**src/inc/loopback_map.svh**
```systemverilog
`ifndef LOOPBACK_MAP_SVH
`define LOOPBACK_MAP_SVH
// Contract
// - Remote loop sends recovered data to transmit; with local loop also set, code sends transmit data instead
// - Remote loop ignores transmit data inputs; with local loop also set, code drives transmit from them
// - Loop-up code held 5 s enters auto loop
// - Loop-down code held 5 s leaves auto loop
// - Auto enable falling resets auto loop circuitry
// - Remote loop is manual OR automatic
// - Analog loop feeds line outputs to receiver
// - Analog loop ignores line inputs, still transmits
// - Jitter bypass skips attenuator, backplane keeps it; code bypasses rx_out only, and not in local loop
// - Three low control bits select error counter
// - Events and alarms set their status bits
// - Latched bits clear on read, real-time follow
// - Carrier loss, all-ones stay set while present
// - Status write of one refreshes, zero holds
// - Only main status bits can interrupt
// - Mask register gates each main status bit
// - Three alarms interrupt on every state change
// - Alarm interrupt released by reading its bit
// - Other bits interrupt on set, read releases
// - Local loop sends transmit data to receive
// - Mask bit zero masks, one enables
`define ADDR_CTRL 8'h05
`define ADDR_SR 8'h06
`define ADDR_IMR 8'h07
`define ADDR_RX_INFO_REG_1 8'h08
`define ADDR_RX_INFO_REG_2 8'h09
`define CTRL_LOCAL 7
`define CTRL_REMOTE 6
`define CTRL_AUTO 5
`define CTRL_ANALOG 4
`define CTRL_JBYP 3
`define CTRL_SEL_HI 2
`define CTRL_SEL_LO 0
`define CTRL_RST 8'h00
`define IMR_RST 8'h00
`define STAT_RST 8'h00
`define SR_TX_CLOCK_LOSS 5
`define SR_UNFRAMED_ONES_ALARM 4
`define SR_RCL 3
`define SR_LATCHED 8'hD8
`define SR_PERSIST 8'h18
`define SR_COS 8'h38
`define RX_INFO_REG_1_ZD 7
`define RX_INFO_REG_1_ZD16 6
`define RX_INFO_REG_1_HBD 5
`define RX_INFO_REG_1_RCLC 4
`define RX_INFO_REG_1_RUA1C 3
`define RX_INFO_REG_1_JALT 2
`define RX_INFO_REG_1_LATCHED 8'hFC
`define RX_INFO_REG_2_AUTO 1
`define RX_INFO_REG_2_LATCHED 8'hFD
`define LOOP_HOLD_MS 5000
`define CLK_HZ 100000000
`define LOOP_HOLD_CYC (`LOOP_HOLD_MS * (`CLK_HZ / 1000))
`endif

```
**src/inc/loopback_pkg.sv**
```systemverilog
package loopback_pkg;
	typedef struct packed {
		logic pos;
		logic neg;
	} line_pair_t;
	typedef struct packed {
		logic loop_up_det;
		logic loop_down_det;
		logic tx_clock_loss;
		logic unframed_ones_alarm;
		logic carrier_loss_alarm;
		logic tx_current_limit;
		logic tx_open_circuit;
		logic prbs_det;
		logic zero_det;
		logic zero16_det;
		logic code_word_det;
		logic jitter_limit;
		logic [7:0] rx_info_reg_2_evt;
	} stat_in_t;
	typedef struct packed {
		line_pair_t rec;
		line_pair_t tx;
		line_pair_t line_in;
		line_pair_t ja_out;
		logic ja_en;
	} path_in_t;
	typedef struct packed {
		line_pair_t tx_drv;
		line_pair_t rx_out;
		line_pair_t ja_in;
		line_pair_t rx_front;
	} path_out_t;
	typedef enum logic {
		AUTO_IDLE,
		AUTO_LOOPED
	} auto_state_t;
	typedef struct packed {
		logic [31:0] cnt;
		logic done;
	} hold_state_t;
endpackage

```
**src/code_hold_timer.sv**
```systemverilog
`timescale 1ns/1ps
`default_nettype none
module code_hold_timer #(
	parameter int unsigned CYCLES = 32'h0000_03E8
) (
	// Clock and reset
	input wire logic ref_clk,
	input wire logic srst,
	// Detection
	input wire logic det,
	input wire logic clr,
	output logic done
);
	loopback_pkg::hold_state_t s_r;
	loopback_pkg::hold_state_t s_nxt;

	always_comb begin
		s_nxt = s_r;
		s_nxt.done = 1'b0;
		if (clr || !det) begin
			s_nxt.cnt = '0;
		end else if (s_r.cnt == 32'(CYCLES - 1)) begin
			// Code seen without break for the whole hold time
			s_nxt.done = 1'b1;
			s_nxt.cnt = '0;
		end else begin
			s_nxt.cnt = s_r.cnt + 32'h0000_0001;
		end
	end

	always_ff @(posedge ref_clk) begin
		if (srst) begin
			s_r <= '0;
		end else begin
			s_r <= s_nxt;
		end
	end

	assign done = s_r.done;
endmodule // code_hold_timer
`default_nettype wire

```
**src/loopback_status_interrupt_control.sv**
```systemverilog
`timescale 1ns/1ps
`default_nettype none
`include "loopback_map.svh"
module loopback_status_interrupt_control #(
	parameter int unsigned HOLD_CYCLES = `LOOP_HOLD_CYC
) (
	// Clock and reset
	input wire logic ref_clk,
	input wire logic srst,
	// Parallel host port
	input wire logic cs_n,
	input wire logic rd_n,
	input wire logic wr_n,
	input wire logic [7:0] addr,
	input wire logic [7:0] data_in,
	output logic [7:0] data_out,
	output logic data_oe,
	// Alarm and event sources
	input wire loopback_pkg::stat_in_t stat_in,
	// Line data paths
	input wire loopback_pkg::path_in_t path_in,
	output loopback_pkg::path_out_t path_out,
	// Control outputs
	output logic [2:0] err_count_sel,
	output logic remote_loop_active,
	output logic bp_clk_via_ja,
	// Interrupt
	output logic irq_n
);
	typedef struct packed {
		logic [1:0] cs_n_s;
		logic [1:0] rd_n_s;
		logic [1:0] wr_n_s;
		logic [1:0][7:0] addr_s;
		logic [1:0][7:0] din_s;
		loopback_pkg::stat_in_t [1:0] stat_s;
		loopback_pkg::path_in_t [1:0] path_s;
		logic rd_act;
		logic wr_act;
		logic [7:0] rd_addr;
		logic [7:0] wr_addr;
		logic [7:0] wr_data;
		logic [7:0] ctrl;
		logic [7:0] irq_mask_reg;
		logic [2:0][7:0] lat;
		logic [2:0][7:0] view;
		logic [2:0][7:0] wmask;
		logic [7:0] prev_raw;
		logic [7:0] prev_r1;
		logic [7:0] prev_r2;
		logic [7:0] pend;
		loopback_pkg::auto_state_t auto_st;
		logic remote;
		logic bp_ja;
		logic irq_n;
		logic [7:0] dout;
		logic doe;
		loopback_pkg::path_out_t pout;
	} core_state_t;

	localparam logic [2:0][7:0] LATCH_M = {
		`RX_INFO_REG_2_LATCHED,
		`RX_INFO_REG_1_LATCHED,
		`SR_LATCHED
	};
	localparam logic [2:0][7:0] STAT_ADDR = {
		`ADDR_RX_INFO_REG_2,
		`ADDR_RX_INFO_REG_1,
		`ADDR_SR
	};

	core_state_t s_r;
	core_state_t s_nxt;
	loopback_pkg::stat_in_t st;
	loopback_pkg::path_in_t pin;
	logic rd_now;
	logic wr_now;
	logic rd_start;
	logic rd_end;
	logic wr_end;
	logic [7:0] raw_sr;
	logic [7:0] raw_r1;
	logic [7:0] raw_r2;
	logic [7:0] rise;
	logic [7:0] fall;
	logic [7:0] cos;
	logic [7:0] evt;
	logic [7:0] pclr;
	logic [2:0][7:0] setv;
	logic [2:0][7:0] rt;
	logic [2:0][7:0] live;
	logic [2:0][7:0] clr;
	logic [2:0] rhit;
	logic [2:0] whit;
	logic auto_en;
	logic auto_reset;
	logic up_det;
	logic down_det;
	logic up_done;
	logic down_done;
	logic local_lp;
	logic remote_lp;
	loopback_pkg::line_pair_t after_ja;

	code_hold_timer #(
		.CYCLES(HOLD_CYCLES)
	) up_timer (
		.ref_clk(ref_clk),
		.srst(srst),
		.det(up_det),
		.clr(auto_reset),
		.done(up_done)
	);

	code_hold_timer #(
		.CYCLES(HOLD_CYCLES)
	) down_timer (
		.ref_clk(ref_clk),
		.srst(srst),
		.det(down_det),
		.clr(auto_reset),
		.done(down_done)
	);

	always_comb begin
		s_nxt = s_r;
		// Two-flop synchronisers on every pin but ref_clk and srst
		s_nxt.cs_n_s = {s_r.cs_n_s[0], cs_n};
		s_nxt.rd_n_s = {s_r.rd_n_s[0], rd_n};
		s_nxt.wr_n_s = {s_r.wr_n_s[0], wr_n};
		s_nxt.addr_s = {s_r.addr_s[0], addr};
		s_nxt.din_s = {s_r.din_s[0], data_in};
		s_nxt.stat_s = {s_r.stat_s[0], stat_in};
		s_nxt.path_s = {s_r.path_s[0], path_in};
		st = s_r.stat_s[1];
		pin = s_r.path_s[1];

		// Strobe edges
		rd_now = !s_r.cs_n_s[1] && !s_r.rd_n_s[1];
		wr_now = !s_r.cs_n_s[1] && !s_r.wr_n_s[1];
		s_nxt.rd_act = rd_now;
		s_nxt.wr_act = wr_now;
		rd_start = rd_now && !s_r.rd_act;
		rd_end = !rd_now && s_r.rd_act;
		wr_end = !wr_now && s_r.wr_act;
		if (rd_start) begin
			s_nxt.rd_addr = s_r.addr_s[1];
		end
		if (wr_now) begin
			s_nxt.wr_addr = s_r.addr_s[1];
			s_nxt.wr_data = s_r.din_s[1];
		end

		// Raw conditions and their edges
		raw_sr = {
			st.loop_up_det,
			st.loop_down_det,
			st.tx_clock_loss,
			st.unframed_ones_alarm,
			st.carrier_loss_alarm,
			st.tx_current_limit,
			st.tx_open_circuit,
			st.prbs_det
		};
		rise = raw_sr & ~s_r.prev_raw;
		fall = ~raw_sr & s_r.prev_raw;
		s_nxt.prev_raw = raw_sr;
		raw_r1 = `STAT_RST;
		raw_r1[`RX_INFO_REG_1_ZD] = st.zero_det;
		raw_r1[`RX_INFO_REG_1_ZD16] = st.zero16_det;
		raw_r1[`RX_INFO_REG_1_HBD] = st.code_word_det;
		raw_r1[`RX_INFO_REG_1_JALT] = st.jitter_limit;
		s_nxt.prev_r1 = raw_r1;
		raw_r2 = st.rx_info_reg_2_evt & `RX_INFO_REG_2_LATCHED;
		s_nxt.prev_r2 = raw_r2;

		// Set terms per register
		setv[0] = (rise & `SR_LATCHED) | (raw_sr & `SR_PERSIST);
		setv[1] = raw_r1 & ~s_r.prev_r1;
		setv[1][`RX_INFO_REG_1_RCLC] = fall[`SR_RCL];
		setv[1][`RX_INFO_REG_1_RUA1C] = fall[`SR_UNFRAMED_ONES_ALARM];
		setv[2] = raw_r2 & ~s_r.prev_r2;
		rt[0] = raw_sr & ~`SR_LATCHED;
		rt[1] = `STAT_RST;
		rt[2] = `STAT_RST;
		rt[2][`RX_INFO_REG_2_AUTO] = (s_r.auto_st == loopback_pkg::AUTO_LOOPED);

		// Status registers
		for (int i = 0; i < 3; i++) begin
			rhit[i] = (s_r.rd_addr == STAT_ADDR[i]);
			whit[i] = (s_r.wr_addr == STAT_ADDR[i]);
			live[i] = (s_r.lat[i] & LATCH_M[i]) | rt[i];
			clr[i] = `STAT_RST;
			if (rd_end && rhit[i]) begin
				clr[i] = s_r.wmask[i] & s_r.view[i] & LATCH_M[i];
			end
			s_nxt.lat[i] = (s_r.lat[i] & ~clr[i]) | setv[i];
			if (wr_end && whit[i]) begin
				s_nxt.view[i] = (s_r.view[i] & ~s_r.wr_data) |
					(live[i] & s_r.wr_data);
				s_nxt.wmask[i] = s_r.wr_data;
			end
		end

		// Interrupt sources, main status only
		cos = (rise | fall) & `SR_COS;
		evt = rise & ~`SR_COS;
		pclr = `STAT_RST;
		if (rd_end && rhit[0]) begin
			pclr = s_r.wmask[0];
		end
		s_nxt.pend = (s_r.pend & ~pclr) | cos | evt;
		s_nxt.irq_n = ~|(s_nxt.pend & s_r.irq_mask_reg);

		// Control and mask writes
		auto_reset = 1'b0;
		if (wr_end && s_r.wr_addr == `ADDR_CTRL) begin
			s_nxt.ctrl = s_r.wr_data;
			auto_reset = s_r.ctrl[`CTRL_AUTO] &&
				!s_r.wr_data[`CTRL_AUTO];
		end
		if (wr_end && s_r.wr_addr == `ADDR_IMR) begin
			s_nxt.irq_mask_reg = s_r.wr_data;
		end

		// Automatic remote loopback
		auto_en = s_r.ctrl[`CTRL_AUTO];
		up_det = auto_en && st.loop_up_det &&
			s_r.auto_st == loopback_pkg::AUTO_IDLE;
		down_det = auto_en && st.loop_down_det &&
			s_r.auto_st == loopback_pkg::AUTO_LOOPED;
		unique case (s_r.auto_st)
			loopback_pkg::AUTO_IDLE: begin
				if (up_done) begin
					s_nxt.auto_st = loopback_pkg::AUTO_LOOPED;
				end
			end
			loopback_pkg::AUTO_LOOPED: begin
				if (down_done) begin
					s_nxt.auto_st = loopback_pkg::AUTO_IDLE;
				end
			end
		endcase
		if (auto_reset || !auto_en) begin
			s_nxt.auto_st = loopback_pkg::AUTO_IDLE;
		end

		// Data path routing
		local_lp = s_r.ctrl[`CTRL_LOCAL];
		remote_lp = s_r.ctrl[`CTRL_REMOTE] ||
			s_r.auto_st == loopback_pkg::AUTO_LOOPED;
		s_nxt.remote = remote_lp;
		after_ja = pin.ja_out;
		if (!pin.ja_en) begin
			after_ja = local_lp ? pin.tx : pin.rec;
		end
		s_nxt.pout.ja_in = local_lp ? pin.tx : pin.rec;
		if (remote_lp) begin
			s_nxt.pout.tx_drv = after_ja;
		end else begin
			s_nxt.pout.tx_drv = pin.tx;
		end
		if (local_lp) begin
			s_nxt.pout.rx_out = after_ja;
		end else if (s_r.ctrl[`CTRL_JBYP]) begin
			s_nxt.pout.rx_out = pin.rec;
		end else begin
			s_nxt.pout.rx_out = after_ja;
		end
		s_nxt.bp_ja = pin.ja_en;
		if (s_r.ctrl[`CTRL_ANALOG]) begin
			s_nxt.pout.rx_front = s_r.pout.tx_drv;
		end else begin
			s_nxt.pout.rx_front = pin.line_in;
		end

		// Read data
		if (rd_start) begin
			s_nxt.doe = 1'b1;
			s_nxt.dout = `STAT_RST;
			if (s_r.addr_s[1] == `ADDR_CTRL) begin
				s_nxt.dout = s_r.ctrl;
			end
			if (s_r.addr_s[1] == `ADDR_IMR) begin
				s_nxt.dout = s_r.irq_mask_reg;
			end
			for (int i = 0; i < 3; i++) begin
				if (s_r.addr_s[1] == STAT_ADDR[i]) begin
					s_nxt.dout = s_r.view[i];
				end
			end
		end
		if (rd_end) begin
			s_nxt.doe = 1'b0;
		end
	end

	always_ff @(posedge ref_clk) begin
		if (srst) begin
			s_r <= '0;
			s_r.cs_n_s <= '1;
			s_r.rd_n_s <= '1;
			s_r.wr_n_s <= '1;
			s_r.ctrl <= `CTRL_RST;
			s_r.irq_mask_reg <= `IMR_RST;
			s_r.auto_st <= loopback_pkg::AUTO_IDLE;
			s_r.irq_n <= 1'b1;
		end else begin
			s_r <= s_nxt;
		end
	end

	assign data_out = s_r.dout;
	assign data_oe = s_r.doe;
	assign path_out = s_r.pout;
	assign err_count_sel = s_r.ctrl[`CTRL_SEL_HI:`CTRL_SEL_LO];
	assign remote_loop_active = s_r.remote;
	assign bp_clk_via_ja = s_r.bp_ja;
	assign irq_n = s_r.irq_n;
endmodule // loopback_status_interrupt_control
`default_nettype wire

```
**config.mk**
```make
export PLATFORM = sky130hd
export DESIGN_NAME = loopback_status_interrupt_control
export DESIGN_NICKNAME = d
export VERILOG_FILES = /design/src/inc/loopback_pkg.sv /design/src/code_hold_timer.sv /design/src/loopback_status_interrupt_control.sv
export VERILOG_INCLUDE_DIRS = /design/src /design/src/inc
export SDC_FILE = /design/constraint.sdc
export NUM_CORES = 1
export LEC_CHECK = 0
export ABC_AREA = 1
export BUFFER_PORTS_ARGS = -buffer_cell sky130_fd_sc_hd__buf_2
export CORE_ASPECT_RATIO = 0.9
export CORE_MARGIN = 2
export CORE_UTILIZATION = 40
export DETAILED_ROUTE_END_ITERATION = 16
export MAX_ROUTING_LAYER = met4
export PLACE_DENSITY = 0.6
export SETUP_SLACK_MARGIN = 0.05
export SKIP_LAST_GASP = 1
export SYNTH_ARGS = -nofsm -noshare
export SYNTH_HDL_FRONTEND = slang
export SYNTH_SLANG_ARGS = --single-unit
```
**constraint.sdc**
```tcl
create_clock -name ref_clk -period 2.2 [get_ports ref_clk]
set_input_delay 0.22 -clock ref_clk [delete_from_list [all_inputs] [get_ports ref_clk]]
set_output_delay 0.22 -clock ref_clk [all_outputs]
set_load 0.005 [all_outputs]
```
Word-level counts from Yosys, hierarchy flattened. Cells that the tools add are included.

Add/sub/neg operators: 2. Multiply operators: 0. Divide/modulo/power cells: 0. $lt $le $gt $ge: 0. Equality and inequality tests: 15. Shift-type cells: 0. Multiplexer cells: 21. Bitwise gates (word level): 40. Reduce and logical (&&, ||, !) cells: 40.

Operators by type and width (count): 8-bit AND (17); 8-bit 2-to-1 mux (9); 32-bit by 1-bit adder with 32-bit output (second input constant) (2); 32-bit by 29-bit == test with 1-bit output (second input constant) (2); 8-bit inverter (8); 8-bit by 3-bit == test with 1-bit output (second input constant) (7); 8-bit bitwise OR (7); 8-bit by 4-bit == test with 1-bit output (second input constant) (6); 1-bit logical AND (18); 8-bit by 6-bit bitwise OR with 8-bit output (2); 2-bit 2-to-1 mux (6); 1-bit logical NOT (11); 8-bit by 2-bit bitwise OR with 8-bit output (1); 8-bit by 5-bit bitwise OR with 8-bit output (1); 2-bit OR reduction (4); 8-bit OR reduction (1); 6-bit AND (1); 6-bit inverter (1); 6-bit bitwise OR (1); 3-bit OR reduction (2); 1-bit 2-to-1 mux (5); 1-bit logical OR (4); 1-bit case mux with 2 select lines (1); 1-bit inverter (1).

Flip-flop bits (word level): 329. Latch bits: 0. Memory bits (writable): 0. Memory bits (read-only): 0. Input bits: 50. Output and inout bits: 23. Word-level logic and storage cells: 209. Memories: 0.

Depth between registers and ports, before layout. Gate-level depths: netlist (run 1).

Depth in word-level cells: 13. Gate-level depth with buffers: 12. Depth with buffers taken out: 11.

Modules after synthesis. Synthesis (run 1) repeated with hierarchy kept, for this count alone.

Cell total of the unflattened synthesis: 1695. Area total of the unflattened synthesis: 12756.0 um2.

By module, submodules not included: loopback_status_interrupt_control (instances 1, cells each 1105, area an instance 8919.8 um2, sequential area each 4924.7 um2); code_hold_timer (instances 2, cells each 295, area an instance 1918.1 um2, sequential area each 660.6 um2).

Least setup slack after synthesis (run 1). OpenSTA, ideal clock, no wires.

Kind: register to register. Start point: register down_timer.s_r[1] in the netlist's numbering. End point: register down_timer.s_r[29] in the netlist's numbering. Library setup time: 112 ps. Arrival: 1358 ps. Data required time: 2088 ps. Path slack: 730 ps. Stages on the path, launching flop included: 10. Buffers on the path: 1. Period minus slack after synthesis: 1470 ps. Path through: dfxtp_1 > ha_1 > nand2_1 > inv_1 > nand2_2 > nor2_2 > nand3_1 > nand2_2 > buf_8 > nor2_2.

Cells in the longest elaborated chain, start to end: 2. Elaborated cells on any way between the ends: 3. Classes of those cells: 1 x add/sub; 1 x eq/ne; 1 x reduce/logical.

RTL lines: start: declaration (line code_hold_timer.sv:14) `loopback_pkg::hold_state_t s_r;`; start signal: assignment (line code_hold_timer.sv:35) `s_r <= s_nxt;`; branches (longest 2 deep; another with 32-bit by 1-bit adder with 32-bit output).

Parallel ways; which one is timed is not known. A chain may end at the register's enable or synchronous reset.

Final worst setup path (run 1).
Start point: register s_r[262] in the netlist's numbering. End point: register up_timer.s_r[23] in the netlist's numbering.

Cells in the longest elaborated chain, start to end: 8.

RTL lines: start: declaration (line loopback_status_interrupt_control.sv:72) `core_state_t s_r;`; start signal: assignment (line loopback_status_interrupt_control.sv:309) `s_r <= s_nxt;`; 1-bit logical NOT (line loopback_status_interrupt_control.sv:140) `wr_now = !s_r.cs_n_s[1] && !s_r.wr_n_s[1];`; 1-bit logical AND (line loopback_status_interrupt_control.sv:140); 1-bit logical NOT (line loopback_status_interrupt_control.sv:145) `wr_end = !wr_now && s_r.wr_act;`; 1-bit logical AND (line loopback_status_interrupt_control.sv:145); 1-bit logical AND (no line); 1-bit 2-to-1 mux (line loopback_status_interrupt_control.sv:217) `` if (wr_end && s_r.wr_addr == `ADDR_CTRL) begin ``; 1-bit logical OR (line code_hold_timer.sv:20) `if (clr || !det) begin`; 3-bit OR reduction (no line); end signal: assignment (line code_hold_timer.sv:35); end: declaration (line code_hold_timer.sv:14).

No other way between the ends.

==> metrics.txt, run 1 <==
antenna violations before repair 0; Sequential Power Share 0.497; Yosys cell types 41; post-synthesis sequential area ratio 0.506; Register Area 0.00625 mm2; Synth Net Count 1,655; Crit path required time 2630 ps; total number of vias 9,944; total net switching power 2.50 mW; Arr. time, crit path 2280 ps; crit path kind register to register; IO buf count 71; Cell Pwr Density 808 mW/mm2; latest clock arrival within the worst-skew pair 520 ps; routed len/inst 13.2 um; Synth area leaders dfxtp_1 51%, nor2_1 9.3%, inv_1 7.3%; CTS root buf clkbuf_16; Yosys top cell by area dfxtp_1; worst vdd ir 514 uV; Nets 1,762; area grow syn2layout 17.8%; Clock Path Buffers 3; number of global-route vias before repair 9,394; Placed Cells 2,026; crit path max-delay cell type nor2_4; Routed Antenna Nets 0; multi-input logic area 0.00477 mm2; Switching Share 0.213; critical path's largest stage delay 370 ps; mapped cell area 0.0123 mm2; total number of yosys warnings 0; DRC Markers 0; Final Instance Area 0.0145 mm2; combinational power share 0.033; Int Pwr 9.24 mW; htree depth 2; final setup vio count 0; FILL cells 3,023; CTS tree yes; critical path fanouts, max 32; asr flop ratio synth 0; Rel. slew slack 0.622; Non-Filler Instances 2,132; Tmin final 1850 ps; Pins Over Slew Limit 0; Critical Path Start Type register; ratio of cells with drive above 1 in the final layout 0.119; post-synth top area share 0.506; GPL Wtd Cong 0.893; Die H 171 um; CORE AREA 0.0301 mm2; first-pass GRT wire length 46.2 mm; worst hold path startpoint srst; Slew @ Worst Pin 566 ps; Pre-antenna DRT Iters 4; DP Area 0.0130 mm2; worst setup margin 349 ps; clock sinks 312; Reg-to-Reg Start s_r[262]; most used cell, CP nor2_4; DIE WIDTH 189 um; Total GRT Usage 0.182; kind of end point of the critical path register; Starting Density 0.410; maximum clock frequency 540 MHz; Tcrit/Tclk final 0.841; Fin Clk Skew 23.9 ps; initial drt markers 533; final wirelength 28.1 mm; die area 0.0323 mm2; I/O Pins 73; pre-CTS WS 355 ps; power share of the clock group 0.470; dpl hpwl 19.9 mm; top post-synthesis cells by count 312 x dfxtp_1, 306 x nor2_1, 240 x inv_1, 226 x nand2_1, 102 x a21oi_1; #FFs+latches synth 312; final setup TNS 0 ps; TritonCTS buffer count 34; clock-pin slew on the worst setup and hold paths 60 ps; antenna cells 0; largest net degree at the start of global routing 97; FP Rows 60; final hold viol count 0; number of max-cap violations 0; RSZ-0062 raised after global routing no; Avg Vias per Cell 4.66; total gr overflow 0; Critical path origin s_r[262]; Mapped Cells 1,599; CP cell instances nor2_4 -> inv_6 -> nand3_4 -> nor2_4 -> nand3_2 -> nand2_2 -> nor2_2 -> nand2_4 -> nor2_1; status completed; Hold Crit Class input port to register; leakage 5.84 nW; Post-synth EDFFs 0; most used flip-flop cell after synthesis dfxtp_1; syn avg cell area 7.71 um2; top-count cell post-synth dfxtp_1
[cells by family after synthesis]
logic type      share of synthesized area
buf+inv                             0.107
xor+xnor                           0.0391
fa+ha+maj                         0.00609
compound gates                     0.0785
flops                               0.506
mux                               0.00162
simple gates                        0.261
[critical path: cells and delay by family, from the launching register on]
| family | cells | cell delay, ps |
|---|---|---|
| buf+inv | 1 | 150 |
| flops | 1 | 360 |
| simple gates | 8 | 1250 |
[layout by cell type (no fill, tap or decap), types with 4 or more instances in the layout]
master,count
a21oi_1,102
buf_2,70
buf_4,16
clkbuf_1,8
clkbuf_16,35
clkbuf_8,7
clkinv_2,6
dfxtp_1,312
dlygate4sd3_1,47
ha_1,6
inv_1,240
nand2_1,226
nand2_2,4
nand2_4,4
nand3_1,59
nand4_1,30
nor2_1,306
nor2_2,25
nor2_4,4
nor3_1,36
nor3_2,5
o2111ai_1,8
o21ai_0,74
or2_2,11
xnor2_1,13
xor2_1,42
[repair_timing]
| action | 4_1_cts | 5_1_grt |
|---|---|---|
| gates resized for setup | 0 | 0 |
| hold buffers | 47 | 0 |
| endpoints found under the hold margin | 47 | 0 |
| buffers inserted | 0 | 0 |
[registers in the layout, indices dropped and copies added, names as in the netlist, named ones only]
signal              flops
pin                     9
remote_loop_active      1
live                    6
data_out                8
s_nxt                  47
err_count_sel           3
rt                      1
bp_clk_via_ja           1
up_timer.s_r           32
raw_sr                  8
local_lp                1
raw_r1                  4
s_r                   117
irq_n                   1
path_out                8
up_timer.done           1
down_timer.s_r         32
raw_r2                  7
auto_en                 1
down_timer.done         1
data_oe                 1
[through the flow]
stage	hold WS [ps]	power (mW)	utilization
final	91.7	11.7	0.483
after global placement	393	6.28	0.431
after CTS	89.9	11.9	0.483
after floorplan	324	6.16	-
after global routing	111	12.2	0.483
after detailed placement	395	6.29	0.431
[path summary, 6_finish.rpt]
check | endpoint | slack (ps) | cells after the start
min reg2reg | raw_r2[7] | 380 | 2
min | s_nxt[234] | 90 | 2
max | up_timer.s_r[23] | 350 | 9
max reg2reg | up_timer.s_r[23] | 350 | 9
[power groups by stage]
stage	clock network (mW)	registers (mW)	logic [mW]
3_3_place_gp	0	5.96	0.327
2_1_floorplan	0	5.94	0.229
5_1_grt	5.90	5.84	0.447
6_report	5.51	5.83	0.391
4_1_cts	5.68	5.84	0.397
3_5_place_dp	0	5.96	0.331
[layer usage]
layer | track usage | part of all wire | vias up
met1 | 0.241 | 0.49 | 4552
met5 | - | 0 | -
met2 | 0.288 | 0.45 | 176
met3 | 0.0265 | 0.039 | 55
met4 | 0.0564 | 0.026 | 0
li1 | - | - | 5161
[cell type report]
class | count | area share
clock buffers | 50 | 0.0690
clock inverters | 9 | 0.00637
inverters | 245 | 0.0636
multi-input cells | 977 | 0.328
flip-flops and latches | 312 | 0.430
well taps | 403 | 0.0347
repair buffers | 136 | 0.0683
(Power assumes the default switching activity.)
==> run 2: changes to the inputs <==
clock period = 1.9 ns   (was 2.2 ns; I/O delays follow)
==> metrics.txt, run 2 (synthesis gave the netlist of run 1 again) <==
critical path's largest stage delay 420 ps (+50 ps); Arr. time, crit path 2060 ps (-220 ps); RSZ-0062 raised after global routing yes; number of global-route vias before repair 9,321 (-0.78%); Buf/Inv on CP 2 (+1); Register Area 0.00625 mm2 (unchanged); number of max-cap violations 0 (unchanged); Clock Path Buffers 3 (unchanged); final core utilization 0.488 (+0.00557); commonest non-fill, non-tap cells in the layout 312 x dfxtp_1, 306 x nor2_1, 240 x inv_1, 226 x nand2_1, 102 x a21oi_1; CORE AREA 0.0301 mm2 (unchanged); combinational power share 0.034 (about the same); Hold Worst Slack 45.4 ps (-46.4 ps); TritonCTS buffer count 34 (unchanged); FILL cells 3,034 (+0.36%); worst setup margin 227 ps (-122 ps); dpl hpwl 20.2 mm (+1.4%); DRC Markers 0 (unchanged); latest clock arrival within the worst-skew pair 510 ps (about the same); Crit path required time 2290 ps (-340 ps); antenna cells 0 (unchanged); Sequential Power Share 0.494 (-0.003); Pre-antenna DRT Iters 6 (+2); routed len/inst 13.2 um (+0.19%); GPL Wtd Cong 0.928 (+3.9%); status completed; CTS tree yes; Die H 171 um (unchanged); final setup vio count 0 (unchanged); crit path max-delay cell type dfxtp_1; clock-pin slew on the worst setup and hold paths 60 ps (about the same); worst vdd ir 548 uV (+6.7%); first-pass GRT wire length 46.4 mm (+0.30%); clock sinks 312 (unchanged); kind of end point of the critical path register; Total GRT Usage 0.182 (about the same); total gr overflow 0 (unchanged); Routed Antenna Nets 0 (unchanged); Critical Path Start Type register; Cell Pwr Density 930 mW/mm2 (+15%); FP Rows 60 (unchanged); final hold viol count 0 (unchanged); I/O Pins 73 (unchanged); DIE WIDTH 189 um (unchanged); Starting Density 0.410 (unchanged); total net switching power 2.91 mW (+16%); maximum clock frequency 598 MHz (+11%); largest net degree at the start of global routing 94 (-3.1%); antenna violations before repair 0 (unchanged); CP cell instances nor2_4 -> inv_6 -> nand3_4 -> nor2_4 -> nand3_2 -> nand2_2 -> nor2_2 -> nand2_4 -> buf_12 -> nor2_1; critical path's top delay family simple AND/OR/NAND/NOR gates; pre-CTS WS 203 ps (-152 ps); critical path fanouts, max 18 (-44%); ratio of cells with drive above 1 in the final layout 0.128 (+0.00987); Tcrit/Tclk final 0.881 (+0.0393); multi-input logic area 0.00477 mm2 (+0.11%); Worst R2R Setup Slack 230 ps (-120 ps); CTS root buf clkbuf_16; IO buf count 71 (unchanged); total number of vias 10,100 (+1.3%); Final Instance Area 0.0147 mm2 (+1.2%); Rel. slew slack 0.650 (+0.0278); leakage 5.94 nW (+1.7%); Avg Vias per Cell 4.69 (+0.64%); initial drt markers 522 (-2.1%); Nets 1,779 (+0.96%); Hold Crit Class input port to register; final setup TNS 0 ps (unchanged); Fin Clk Skew 26.3 ps (+2.39 ps); Largest Register s_r; most common cell after layout, fill and taps aside dfxtp_1; Switching Share 0.212 (-0.000571); htree depth 2 (unchanged); final wirelength 28.4 mm (+0.90%); most used cell, CP nor2_4; area grow syn2layout 19.2%; Slew @ Worst Pin 524 ps (-41.7 ps); crit path kind register to register; Int Pwr 10.8 mW (+17%); max FFs per register 117 (unchanged); die area 0.0323 mm2 (unchanged); Tmin final 1670 ps (-178 ps); Pins Over Slew Limit 0 (unchanged); DP Area 0.0131 mm2 (+1.3%); power share of the clock group 0.473 (+0.003)
[run 2: path summary, 6_finish.rpt]
path | start | to | cells after the start
setup / recovery | s_r[262] | up_timer.s_r[20] | 10
hold / removal | srst | s_nxt[234] | 2
setup reg to reg | s_r[262] | up_timer.s_r[20] | 10
hold reg to reg | s_nxt[184] | pin[8] | 2
[run 2: final cells by class]
type	instances	area share
clock buffers	46	0.0665
clock inverters	11	0.00783
inverters	245	0.0629
multi-input cells	977	0.325
flip-flops and latches	312	0.425
well taps	403	0.0343
repair buffers	153	0.0787
[run 2: layer usage]
metal / track usage / vias up / wire length, um
met1: 0.245 / 4641 / 13800
met2: 0.284 / 214 / 12600
li1: - / 5192 / -
met4: 0.0421 / 0 / 414
met3: 0.0326 / 31 / 1520
met5: - / - / 0
[run 2: per-stage QoR]
stage / power (mW) / instances
finish: 13.7 / 2147
global route: 14.2 / 2147
global placement: 7.28 / 2043
floorplan: 7.14 / 1599
CTS: 13.9 / 2147
detailed placement: 7.29 / 2043
[run 2: power by group through the flow]
| stage | combinational (mW) | sequential, mW | clock (mW) |
|---|---|---|---|
| after floorplan | 0.265 | 6.87 | 0 |
| after global placement | 0.386 | 6.89 | 0 |
| after detailed placement | 0.393 | 6.90 | 0 |
| after CTS | 0.468 | 6.75 | 6.65 |
| after global routing | 0.526 | 6.76 | 6.92 |
| final | 0.461 | 6.75 | 6.46 |
[run 2: timing repair]
action                                 in CTS  in global routing
endpoints found under the hold margin      47                  0
hold buffers                               47                  0
setup endpoints to repair                   0                  5
buffers inserted                            0                  0
resized for setup                           0                  1
==> run 3: changes to the inputs <==
REMOVE_ABC_BUFFERS = 1   (was not set)
TNS_END_PERCENT = 100   (was not set)
==> metrics.txt, run 3 (synthesis gave the netlist of run 1 again) <==
Buf/Inv on CP 3 (+1); dpl hpwl 19.9 mm (-1.1%); final setup TNS 0 ps (unchanged); Avg Vias per Cell 4.68 (-0.25%); Starting Density 0.410 (unchanged); total net switching power 2.93 mW (+0.84%); crit path kind register to register; Fin Clk Skew 25.2 ps (-1.04 ps); ratio of cells with drive above 1 in the final layout 0.128 (-0.000927); DRC Markers 0 (unchanged); Rel. slew slack 0.588 (-0.0620); Die H 171 um (unchanged); most common cell after layout, fill and taps aside dfxtp_1; Tcrit/Tclk final 0.892 (+0.0109); critical path's largest stage delay 390 ps (-30 ps); critical path depth 9 (-1); Hold Crit Class input port to register; met3 Track Usage GR 0.0261 (-0.00656); area grow syn2layout 19.4%; die area 0.0323 mm2 (unchanged); Clock Path Buffers 3 (unchanged); combinational power share 0.033 (about the same); Cell Pwr Density 942 mW/mm2 (+1.2%); Slew @ Worst Pin 617 ps (+93.0 ps); Worst R2R Path Depth 9 (-1); routed len/inst 13.3 um (+0.54%); final hold viol count 0 (unchanged); Critical Path Start Type register; number of global-route vias before repair 9,416 (+1.0%); GR peak layer met2; antenna cells 0 (unchanged); Crit path required time 2290 ps (about the same); final wirelength 28.5 mm (+0.39%); crit path max-delay cell type dfxtp_1; largest net degree at the start of global routing 89 (-5.3%); leakage 5.95 nW (about the same); status completed; Arr. time, crit path 2090 ps (+30 ps); htree depth 2 (unchanged); critical path's top delay family simple AND/OR/NAND/NOR gates; CP cell instances ha_2 -> nand2_1 -> inv_1 -> nand3_1 -> inv_1 -> nand3_1 -> nand2_4 -> clkbuf_16 -> nor2_1; initial drt markers 713 (+37%); total gr overflow 0 (unchanged); CTS tree yes; Reg-to-Reg Start up_timer.s_r[1]; Largest Register s_r; kind of end point of the critical path register; GPL Wtd Cong 0.884 (-4.7%); max FFs per register 117 (unchanged); IO buf count 71 (unchanged); FP Rows 60 (unchanged); Worst R2R Setup Slack 210 ps (-20 ps); latest clock arrival within the worst-skew pair 510 ps (about the same); total number of vias 10,000 (-0.39%); grt met2 use 0.297 (+0.0135); power share of the clock group 0.480 (+0.007); CTS root buf clkbuf_16; Routed Antenna Nets 0 (unchanged); Pins Over Slew Limit 0 (unchanged); first-pass GRT wire length 46.8 mm (+1.0%); final setup vio count 0 (unchanged); worst vdd ir 635 uV (+16%); post-CTS setup buffers 0 (unchanged); Sequential Power Share 0.487 (-0.007); antenna violations before repair 0 (unchanged); grt met1 use 0.244 (-0.00132); Total GRT Usage 0.184 (+0.00257); pre-CTS WS 174 ps (-29.7 ps); Int Pwr 10.9 mW (+1.6%); I/O Pins 73 (unchanged); CP endpoint up_timer.s_r[15]; DIE WIDTH 189 um (unchanged); critical path fanouts, max 16 (-2); commonest non-fill, non-tap cells in the layout 312 x dfxtp_1, 304 x nor2_1, 240 x inv_1, 226 x nand2_1, 102 x a21oi_1; Pre-antenna DRT Iters 5 (-1); Worst R2R End up_timer.s_r[15]; RSZ-0062 raised after global routing no; CORE AREA 0.0301 mm2 (unchanged); number of max-cap violations 0 (unchanged); worst setup margin 206 ps (-20.7 ps); clock-pin slew on the worst setup and hold paths 60 ps (about the same); Critical path origin up_timer.s_r[1]; WHS Path Cells 2 (unchanged); Tmin final 1690 ps (+20.7 ps); TritonCTS buffer count 34 (unchanged); Switching Share 0.211 (-0.00118); clock sinks 312 (unchanged); Nets 1,775 (-0.22%); maximum clock frequency 590 MHz (-1.2%)
==> run 3: cell types whose count changed in the layout (fill, tap and decap cells not counted), sizes merged <==
| cell | previous run | this run |
|---|---|---|
| buf | 106 | 101 |
| bufinv | 2 | 4 |
| clkbuf | 46 | 45 |
| clkinv | 8 | 9 |
| clkinvlp | 1 | 0 |
| inv | 245 | 246 |
==> run 3: cell type report <==
class,count,area [um2]
Timing Repair Buffer,149,1140
Clock inverter,14,181
Inverter,245,925
Multi-Input combinational cell,977,4780
Fill cell,3010,15400
Tap cell,403,504
Sequential cell,312,6250
Clock buffer,44,940
==> run 3: stage by stage <==
step	power [mW]	hold slack (ps)	util	instances	area, um2
finish	13.9	19.7	0.489	2144	14700
global route	14.4	19.3	0.489	2144	14700
CTS	14.1	12.8	0.488	2143	14700
detailed placement	7.29	376	0.435	2038	13100
global placement	7.28	376	0.435	2038	13100
floorplan	7.07	259	-	1534	11900
==> run 3: per-layer routing <==
metal | share of wire | up-vias | routed length [um]
li1 | - | 5202 | -
met1 | 0.48 | 4596 | 13600
met2 | 0.45 | 193 | 12900
met3 | 0.051 | 48 | 1450
met4 | 0.020 | 0 | 561
met5 | 0 | - | 0
==> run 3: worst min path at each step <==
stage               startpoint          to  slack, ps
global route              srst    s_r[235]         20
global placement          rd_n  s_nxt[260]        380
detailed placement        rd_n  s_nxt[260]        380
CTS                       srst     s_r[51]         10
finish                    srst     s_r[51]         20
floorplan                 srst    register        260
==> run 3: power by group through the flow <==
stage / registers, mW / logic, mW / clock network, mW
after floorplan: 6.88 / 0.197 / 0
after global placement: 6.89 / 0.387 / 0
after detailed placement: 6.90 / 0.393 / 0
after CTS: 6.75 / 0.468 / 6.84
after global routing: 6.76 / 0.531 / 7.10
final: 6.75 / 0.463 / 6.65
==> run 3: timing repair <==
item	CTS	global route
gates resized for setup	0	4
endpoints found under the setup margin	0	32
hold endpoints to repair	47	0
hold buffers	47	0
